**config.mk**
```make
export PLATFORM = sky130hd
export DESIGN_NAME = gain_loop_control
export DESIGN_NICKNAME = d
export VERILOG_FILES = /design/src/pkg/gain_loop_pkg.sv /design/src/core/gain_loop_control.sv
export VERILOG_INCLUDE_DIRS = /design/src /design/src/pkg
export SDC_FILE = /design/constraint.sdc
export NUM_CORES = 1
export LEC_CHECK = 0
export BUFFER_PORTS_ARGS = -buffer_cell sky130_fd_sc_hd__buf_4
export CELL_PAD_IN_SITES_DETAIL_PLACEMENT = 0
export CELL_PAD_IN_SITES_GLOBAL_PLACEMENT = 1
export CORE_ASPECT_RATIO = 1.75
export CORE_MARGIN = 3
export CORE_UTILIZATION = 46
export DETAILED_ROUTE_END_ITERATION = 16
export GPL_TIMING_DRIVEN = 1
export PLACE_DENSITY_LB_ADDON = 0.1
export SLEW_MARGIN = 20
export SYNTH_ARGS = -nofsm -noshare
export SYNTH_HDL_FRONTEND = slang
export SYNTH_SLANG_ARGS = --single-unit
```
**constraint.sdc**
```tcl
create_clock -name clk_in -period 11.6 [get_ports clk_in]
set_clock_uncertainty 0.05 [all_clocks]
set_input_delay 0 -clock clk_in [delete_from_list [all_inputs] [get_ports clk_in]]
set_output_delay 0 -clock clk_in [all_outputs]
set_load 0.05 [all_outputs]
```
**src/pkg/gain_loop_cfg.svh**
```systemverilog
// Purpose: constants for the gain loop configuration register
// Assumes: 8-bit register at a 6-bit address
// Notes: settle and averaging lengths are in channel filter samples
`ifndef GAIN_LOOP_CFG_SVH
`define GAIN_LOOP_CFG_SVH
`define GLC_ADDR_W 6
`define GLC_OFFSET 6'h1D
`define GLC_RESET 8'h91
`define GLC_HYST_MSB 7
`define GLC_HYST_LSB 6
`define GLC_WAIT_MSB 5
`define GLC_WAIT_LSB 4
`define GLC_HOLD_MSB 3
`define GLC_HOLD_LSB 2
`define GLC_FILT_MSB 1
`define GLC_FILT_LSB 0
`define GLC_WAIT_UNIT 3
`define GLC_FILT_BASE 3
`define GLC_OOK_STEP_DB 2
`define GLC_OOK_AVG_SEL 2'h0
`define GLC_OOK_RESET 5'h08
`define GLC_GAIN_MAX 3'h7
`endif

```
**src/pkg/gain_loop_pkg.sv**
```systemverilog
// Purpose: types for the gain loop configuration block
// Assumes: nothing
// Notes: none
package gain_loop_pkg;
   typedef enum logic [1:0] {
      HOLD_NONE,
      HOLD_ON_SYNC,
      HOLD_ANALOG,
      HOLD_ALL
   } hold_policy_t;
   typedef enum logic {
      ST_SETTLE,
      ST_ACCUM
   } loop_state_t;
endpackage

```
**src/core/gain_loop_control.sv**
```systemverilog
// Purpose: gain loop configuration register and the loop it steers
// Assumes: all inputs come from logic on clk_in
// Notes: gain values are reduction indices, 0 is the highest gain
//
// Function
// - two-bit hysteresis select, reset 2, sets the deviation dead zone
// - after a gain step skip 8, 16, 24 or 32 samples; reset 16
// - hold policy 0 (reset) adjusts freely; 1 holds gain after sync
// - policy 2 holds analog gain only; policy 3 holds both gains
// - filter field: averaging 8..64 samples, or OOK boundary 4..16 dB
// - loop steers averaged amplitude toward the target, 1 LSB is 1 dB
`timescale 1ns/10ps
`include "gain_loop_cfg.svh"
module gain_loop_control #(
   parameter int AMP_W = 8
) (
   input wire logic clk_in,
   input wire logic rst_in,
   input wire logic [`GLC_ADDR_W-1:0] addr_in,
   input wire logic wr_en_in,
   input wire logic [7:0] wr_data_in,
   input wire logic rd_en_in,
   output logic [7:0] rd_data_out,
   output logic rd_valid_out,
   input wire logic sample_valid_in,
   input wire logic [AMP_W-1:0] amplitude_in,
   input wire logic [2:0] amplitude_goal_in,
   input wire logic ook_mode_in,
   input wire logic sync_found_in,
   input wire logic rx_restart_in,
   output logic [1:0] deviation_hysteresis_sel_out,
   output logic [4:0] ook_boundary_db_out,
   output logic [2:0] analog_gain_out,
   output logic [2:0] digital_gain_out,
   output logic gain_step_out
);
   localparam int SUM_W = AMP_W + 6;
   localparam int DEV_W = AMP_W + 2;

   // sum and deviation widths only serve this amplitude range
   if (AMP_W < 6 || AMP_W > 24) begin
      $error("AMP_W out of range");
   end

   ////////////////////////////////////////////////////////////////////////
   // register access
   logic [7:0] cfg_r, cfg_nxt;
   logic [7:0] rd_data_r, rd_data_nxt;
   logic rd_valid_r, rd_valid_nxt;
   logic hit;
   logic [4:0] ook_db_r, ook_db_nxt;

   always_comb begin
      hit = (addr_in == `GLC_OFFSET);
      cfg_nxt = cfg_r;
      if (wr_en_in && hit) begin
         cfg_nxt = wr_data_in;
      end
      rd_valid_nxt = rd_en_in;
      rd_data_nxt = (rd_en_in && hit) ? cfg_r : 8'h00;
      ook_db_nxt = 5'({cfg_r[`GLC_FILT_MSB:`GLC_FILT_LSB], 2'h0})
         + 5'(`GLC_OOK_STEP_DB * 2);
   end

   always_ff @(posedge clk_in) begin
      if (rst_in) begin
         cfg_r <= `GLC_RESET;
         rd_data_r <= 8'h00;
         rd_valid_r <= 1'b0;
         ook_db_r <= `GLC_OOK_RESET;
      end else begin
         cfg_r <= cfg_nxt;
         rd_data_r <= rd_data_nxt;
         rd_valid_r <= rd_valid_nxt;
         ook_db_r <= ook_db_nxt;
      end
   end

   assign rd_data_out = rd_data_r;
   assign rd_valid_out = rd_valid_r;
   assign deviation_hysteresis_sel_out = cfg_r[`GLC_HYST_MSB:`GLC_HYST_LSB];
   assign ook_boundary_db_out = ook_db_r;

   ////////////////////////////////////////////////////////////////////////
   // gain loop
   gain_loop_pkg::loop_state_t state_r, state_nxt;
   gain_loop_pkg::hold_policy_t policy;
   logic [6:0] cnt_r, cnt_nxt;
   logic [SUM_W-1:0] sum_r, sum_nxt, total;
   logic held_r, held_nxt;
   logic [2:0] again_r, again_nxt, dgain_r, dgain_nxt;
   logic step_r, step_nxt;
   logic [1:0] avg_sel, wait_sel;
   logic [6:0] avg_len, wait_len;
   logic [AMP_W-1:0] avg;
   logic [5:0] target_db;
   logic [2:0] dz_lo, dz_hi;
   logic signed [DEV_W-1:0] dev;
   logic want_dn, want_up, a_hold, d_hold;

   always_comb begin
      policy = gain_loop_pkg::hold_policy_t'(
         cfg_r[`GLC_HOLD_MSB:`GLC_HOLD_LSB]);
      wait_sel = cfg_r[`GLC_WAIT_MSB:`GLC_WAIT_LSB];
      wait_len = 7'({wait_sel, 3'h0}) + 7'(1 << `GLC_WAIT_UNIT);
      avg_sel = ook_mode_in ? `GLC_OOK_AVG_SEL
                            : cfg_r[`GLC_FILT_MSB:`GLC_FILT_LSB];
      // shift amount needs three bits, two would wrap at 4
      avg_len = 7'(7'h01 << (3'(avg_sel) + 3'(`GLC_FILT_BASE)));
      total = sum_r + SUM_W'(amplitude_in);
      avg = AMP_W'(total >> (3'(avg_sel) + 3'(`GLC_FILT_BASE)));
      case (amplitude_goal_in)
         3'h0: target_db = 6'h18;
         3'h1: target_db = 6'h1B;
         3'h2: target_db = 6'h1E;
         3'h3: target_db = 6'h21;
         3'h4: target_db = 6'h24;
         3'h5: target_db = 6'h26;
         3'h6: target_db = 6'h28;
         default: target_db = 6'h2A;
      endcase
      case (cfg_r[`GLC_HYST_MSB:`GLC_HYST_LSB])
         2'h0: begin
            dz_lo = 3'h1;
            dz_hi = 3'h1;
         end
         2'h1: begin
            dz_lo = 3'h2;
            dz_hi = 3'h1;
         end
         2'h2: begin
            dz_lo = 3'h4;
            dz_hi = 3'h2;
         end
         default: begin
            dz_lo = 3'h6;
            dz_hi = 3'h3;
         end
      endcase
      dev = $signed(DEV_W'(avg)) - $signed(DEV_W'(target_db));
      want_dn = dev > $signed(DEV_W'(dz_hi));
      want_up = dev < -$signed(DEV_W'(dz_lo));
      a_hold = (policy == gain_loop_pkg::HOLD_ANALOG)
         || (policy == gain_loop_pkg::HOLD_ALL)
         || (policy == gain_loop_pkg::HOLD_ON_SYNC && held_r);
      d_hold = (policy == gain_loop_pkg::HOLD_ALL)
         || (policy == gain_loop_pkg::HOLD_ON_SYNC && held_r);

      held_nxt = held_r;
      if (rx_restart_in) begin
         held_nxt = 1'b0;
      end
      if (sync_found_in) begin
         held_nxt = 1'b1;
      end
      state_nxt = state_r;
      cnt_nxt = cnt_r;
      sum_nxt = sum_r;
      again_nxt = again_r;
      dgain_nxt = dgain_r;
      step_nxt = 1'b0;
      case (state_r)
         gain_loop_pkg::ST_SETTLE: begin
            if (sample_valid_in) begin
               cnt_nxt = cnt_r + 7'h01;
               if (cnt_r + 7'h01 >= wait_len) begin
                  state_nxt = gain_loop_pkg::ST_ACCUM;
                  cnt_nxt = 7'h00;
                  sum_nxt = '0;
               end
            end
         end
         gain_loop_pkg::ST_ACCUM: begin
            if (sample_valid_in) begin
               cnt_nxt = cnt_r + 7'h01;
               sum_nxt = total;
               if (cnt_r + 7'h01 >= avg_len) begin
                  cnt_nxt = 7'h00;
                  sum_nxt = '0;
                  if (want_dn && !a_hold && again_r != `GLC_GAIN_MAX) begin
                     again_nxt = again_r + 3'h1;
                     step_nxt = 1'b1;
                  end else if (want_dn && !d_hold
                               && dgain_r != `GLC_GAIN_MAX) begin
                     dgain_nxt = dgain_r + 3'h1;
                     step_nxt = 1'b1;
                  end else if (want_up && !d_hold && dgain_r != 3'h0) begin
                     dgain_nxt = dgain_r - 3'h1;
                     step_nxt = 1'b1;
                  end else if (want_up && !a_hold && again_r != 3'h0) begin
                     again_nxt = again_r - 3'h1;
                     step_nxt = 1'b1;
                  end
                  if (step_nxt) begin
                     state_nxt = gain_loop_pkg::ST_SETTLE;
                  end
               end
            end
         end
         default: state_nxt = gain_loop_pkg::ST_ACCUM;
      endcase
   end

   always_ff @(posedge clk_in) begin
      if (rst_in) begin
         state_r <= gain_loop_pkg::ST_ACCUM;
         cnt_r <= 7'h00;
         sum_r <= '0;
         held_r <= 1'b0;
         again_r <= 3'h0;
         dgain_r <= 3'h0;
         step_r <= 1'b0;
      end else begin
         state_r <= state_nxt;
         cnt_r <= cnt_nxt;
         sum_r <= sum_nxt;
         held_r <= held_nxt;
         again_r <= again_nxt;
         dgain_r <= dgain_nxt;
         step_r <= step_nxt;
      end
   end

   assign analog_gain_out = again_r;
   assign digital_gain_out = dgain_r;
   assign gain_step_out = step_r;
endmodule

```
==> impl_metrics.tcl <==
set metrics [dict create \
    hold_viol 0 \
    synth.distinct_cells 74 \
    grtUsageTotal_pct 20.6 \
    synth_top_family_by_area "compound AO/OA/AOI/OAI gates" \
    rrSetupSlack_ps 5620 \
    grt_max_degree 45 \
    synthXorXnorAreaFrac_pct 3.58 \
    die_h_um 124 \
    grt_pass1_vias 3192 \
    die_x_um 73.5 \
    drv_slew 0 \
    ir_worst_vdd_uv 81.0 \
    hold_start "amplitude_in[0]" \
    cts_root_buf "clkbuf_16" \
    cts_max_level 2 \
    syn_area_per_cell_sq_um 8.38 \
    startpoint "sum_r[0]$_SDFFE_PP0P_" \
    fillCellCount 713 \
    n_antenna_cell 0 \
    async_flop_share_pct 0 \
    netlist_area_sq_um 3670 \
    clk_pin_slew_ps 70 \
    synth-simple-area-share_pct 22.1 \
    tightest_slew_ps 723 \
    routabilityCongestion 0.891 \
    port-buffer-count 53 \
    wire_per_inst_um 15.6 \
    min_path_cells 4 \
    grt-ovfl-total 0 \
    min_to "sum_r[0]$_SDFFE_PP0P_" \
    synth_seq_area_share_pct 27.3 \
    crit_type "register to register" \
    worstReg2RegEnd "digital_gain_out[2]$_SDFFE_PP0P_" \
    rr_startpoint "sum_r[0]$_SDFFE_PP0P_" \
    outcome "complete, no violations" \
    synth_top_flop_cell "dfxtp_1" \
    antenna_found_initial 0 \
    synth_edf_count 0 \
    clkSinkCount 50 \
    drv_cap 0 \
    dieArea_sq_um 9130 \
    setup_tns_ps 0 \
    cellPowerDensity_nw_per_um2 121 \
    holdCritPathClass "primary input to register" \
    fin_crit_sh_pct 51.6 \
    rr_worst_depth 22 \
    worstSetupEndpointType "register" \
    cts_resized 0 \
    drive_gt1_share_pct 17.8 \
    num_rows 42 \
    drtPass1Iterations 4 \
    max_freq_mhz 167 \
    start_util_pct 47.8 \
    drc 0 \
    synth-compound-area-share_pct 23.2 \
    rsz0062_at_grt "false" \
    required_ps 11730 \
    core_area_sq_um 7670 \
    nets 558 \
    cts_tree "yes" \
    vias 3346 \
    cp.arrival_ps 6110 \
    cts_made_buffers 5 \
    critPathLaunchType "register" \
    clkLatencyLatePin_ps 290 \
    synthAdderAreaFrac_pct 12.6 \
    grt_first_pass_wirelength_um 14800 \
    p_leak_nw 1.95 \
    finish.utilization_pct 57.1 \
    crit_fanout 3 \
    setup_viol 0 \
    slew_headroom_pct 51.8 \
    wl_um 9070 \
    drtIter0Drc 141 \
    yosysWarningCount 0 \
    dp_slack_ps 5670 \
    whs_ps 29.7 \
    dp_hpwl_um 6920 \
    area_growth_pct 19.3 \
    syn_inst 438 \
    routed_via_density 5.76 \
    finalWorstSetupSlack_ps 5620 \
    period_needed_ps 5980 \
    synth_seq_cells 50 \
    muxShareOfSynthArea_pct 6.44 \
    cts_buffer_depth 2 \
    drtAntennaViolNets 0 \
    ios 56 \
]
[Yosys cell counts, types with 3 or more instances]
cell | instances | area [sq um]
nor2_1 | 51 | 191
dfxtp_1 | 50 | 1000
ha_1 | 29 | 363
nand2_1 | 28 | 105
a21oi_1 | 26 | 130
inv_1 | 20 | 75.1
mux2i_1 | 18 | 180
o21ai_0 | 18 | 90.1
nor2b_1 | 17 | 106
a22oi_1 | 15 | 113
nand3_1 | 12 | 60.1
and2_1 | 11 | 68.8
clkbuf_1 | 11 | 41.3
xnor2_1 | 9 | 78.8
a21o_1 | 8 | 60.1
nand2b_1 | 6 | 37.5
o21a_1 | 6 | 45.0
xor2_1 | 6 | 52.6
nand4_1 | 5 | 31.3
a211o_1 | 4 | 35.0
buf_4 | 4 | 30.0
fa_1 | 4 | 80.1
nor3_1 | 4 | 20.0
a21boi_0 | 3 | 22.5
a311oi_1 | 3 | 26.3
and3_1 | 3 | 18.8
buf_2 | 3 | 15.0
mux2_2 | 3 | 33.8
[critical path, stage by stage (launching register included)]
cell and delay, ps:
dfxtp_1 320, ha_1 220, fa_1 440, a211oi_2 260, o21ai_0 180, xor2_1 270
mux2i_1 140, nand2_1 90, o221ai_1 120, ha_1 250, fa_1 480, inv_1 50
ha_1 300, a21oi_1 140, a21oi_1 50, or2_2 280, or4_1 510, maj3_2 340
o21ai_2 200, fa_1 220, or3b_2 440, o32ai_1 150, mux2_2 370
[layer usage]
metal	vias to the layer above	global-route usage, %	part of all wire [%]
met2	62	38.6	54
met3	14	3.23	3.8
met5	-	0	0
met4	0	8.16	2.4
li1	1681	-	-
met1	1589	22.3	40
[registers in the layout, summed over array words and instances, names as in the netlist, 3 cells and up]
name,flops
ook_boundary_db_out,3
sum_r,14
rd_data_out,8
cnt_r,7
digital_gain_out,3
analog_gain_out,3
cfg_r,8
[worst max-delay path by stage]
stage | to | cells after the start | slack [ps]
3_5_place_dp | digital_gain_out[2]$_SDFFE_PP0P_ | 22 | 5670
6_report | digital_gain_out[2]$_SDFFE_PP0P_ | 22 | 5620
4_1_cts | digital_gain_out[2]$_SDFFE_PP0P_ | 22 | 5640
5_1_grt | digital_gain_out[2]$_SDFFE_PP0P_ | 22 | 5310
3_3_place_gp | digital_gain_out[2]$_SDFFE_PP0P_ | 22 | 5760
2_1_floorplan | digital_gain_out[2]$_SDFFE_PP0P_ | 22 | 6030
[layout make-up]
type	count	area (sq um)	area share (%)
clock inverter	3	43.8	1.00
timing repair buffer	65	515	11.8
clock buffer	5	125	2.86
tap	88	110	2.51
sequential	50	1000	22.9
multi-input combinational	349	2500	57.2
inverter	21	78.8	1.80
[metrics by stage]
step	cell area, sq um	cells	power [mW]
2_1_floorplan	3670	439	0.320
3_3_place_gp	4100	562	0.360
3_5_place_dp	4100	562	0.363
4_1_cts	4380	581	0.536
5_1_grt	4380	581	0.567
6_report	4380	581	0.531
[report_power, final]
part	internal, mW	switching (mW)	leakage [nW]
Combinational	0.0781	0.102	1.46
Sequential	0.177	0.00514	0.405
Clock	0.102	0.0662	0.0842
[cell usage in the layout (no fill, tap or decap), drive strengths merged, types with 8 or more instances in the layout]
master and count:
a21o 8, a21oi 27, a22oi 15, and2 11, buf 54, dfxtp 50, dlygate4sd3 11, ha 29
inv 21, mux2i 18, nand2 29, nand3 12, nor2 52, nor2b 17, o21ai 21, xnor2 9
[logic make-up after synthesis]
logic type,after synthesis
AOI/OAI and AO/OA,116
xor gates and xnor gates,15
adders and majority gates,35
buffers and inverters,40
DFF,50
muxes,23
other,2
and+or+nand+nor,157
[what timing repair did]
action,in CTS,in global routing
buffers inserted,0,0
hold buffers,11,0
endpoints found under the hold margin,10,0
No activity file was read; power rests on OpenSTA's default activity.
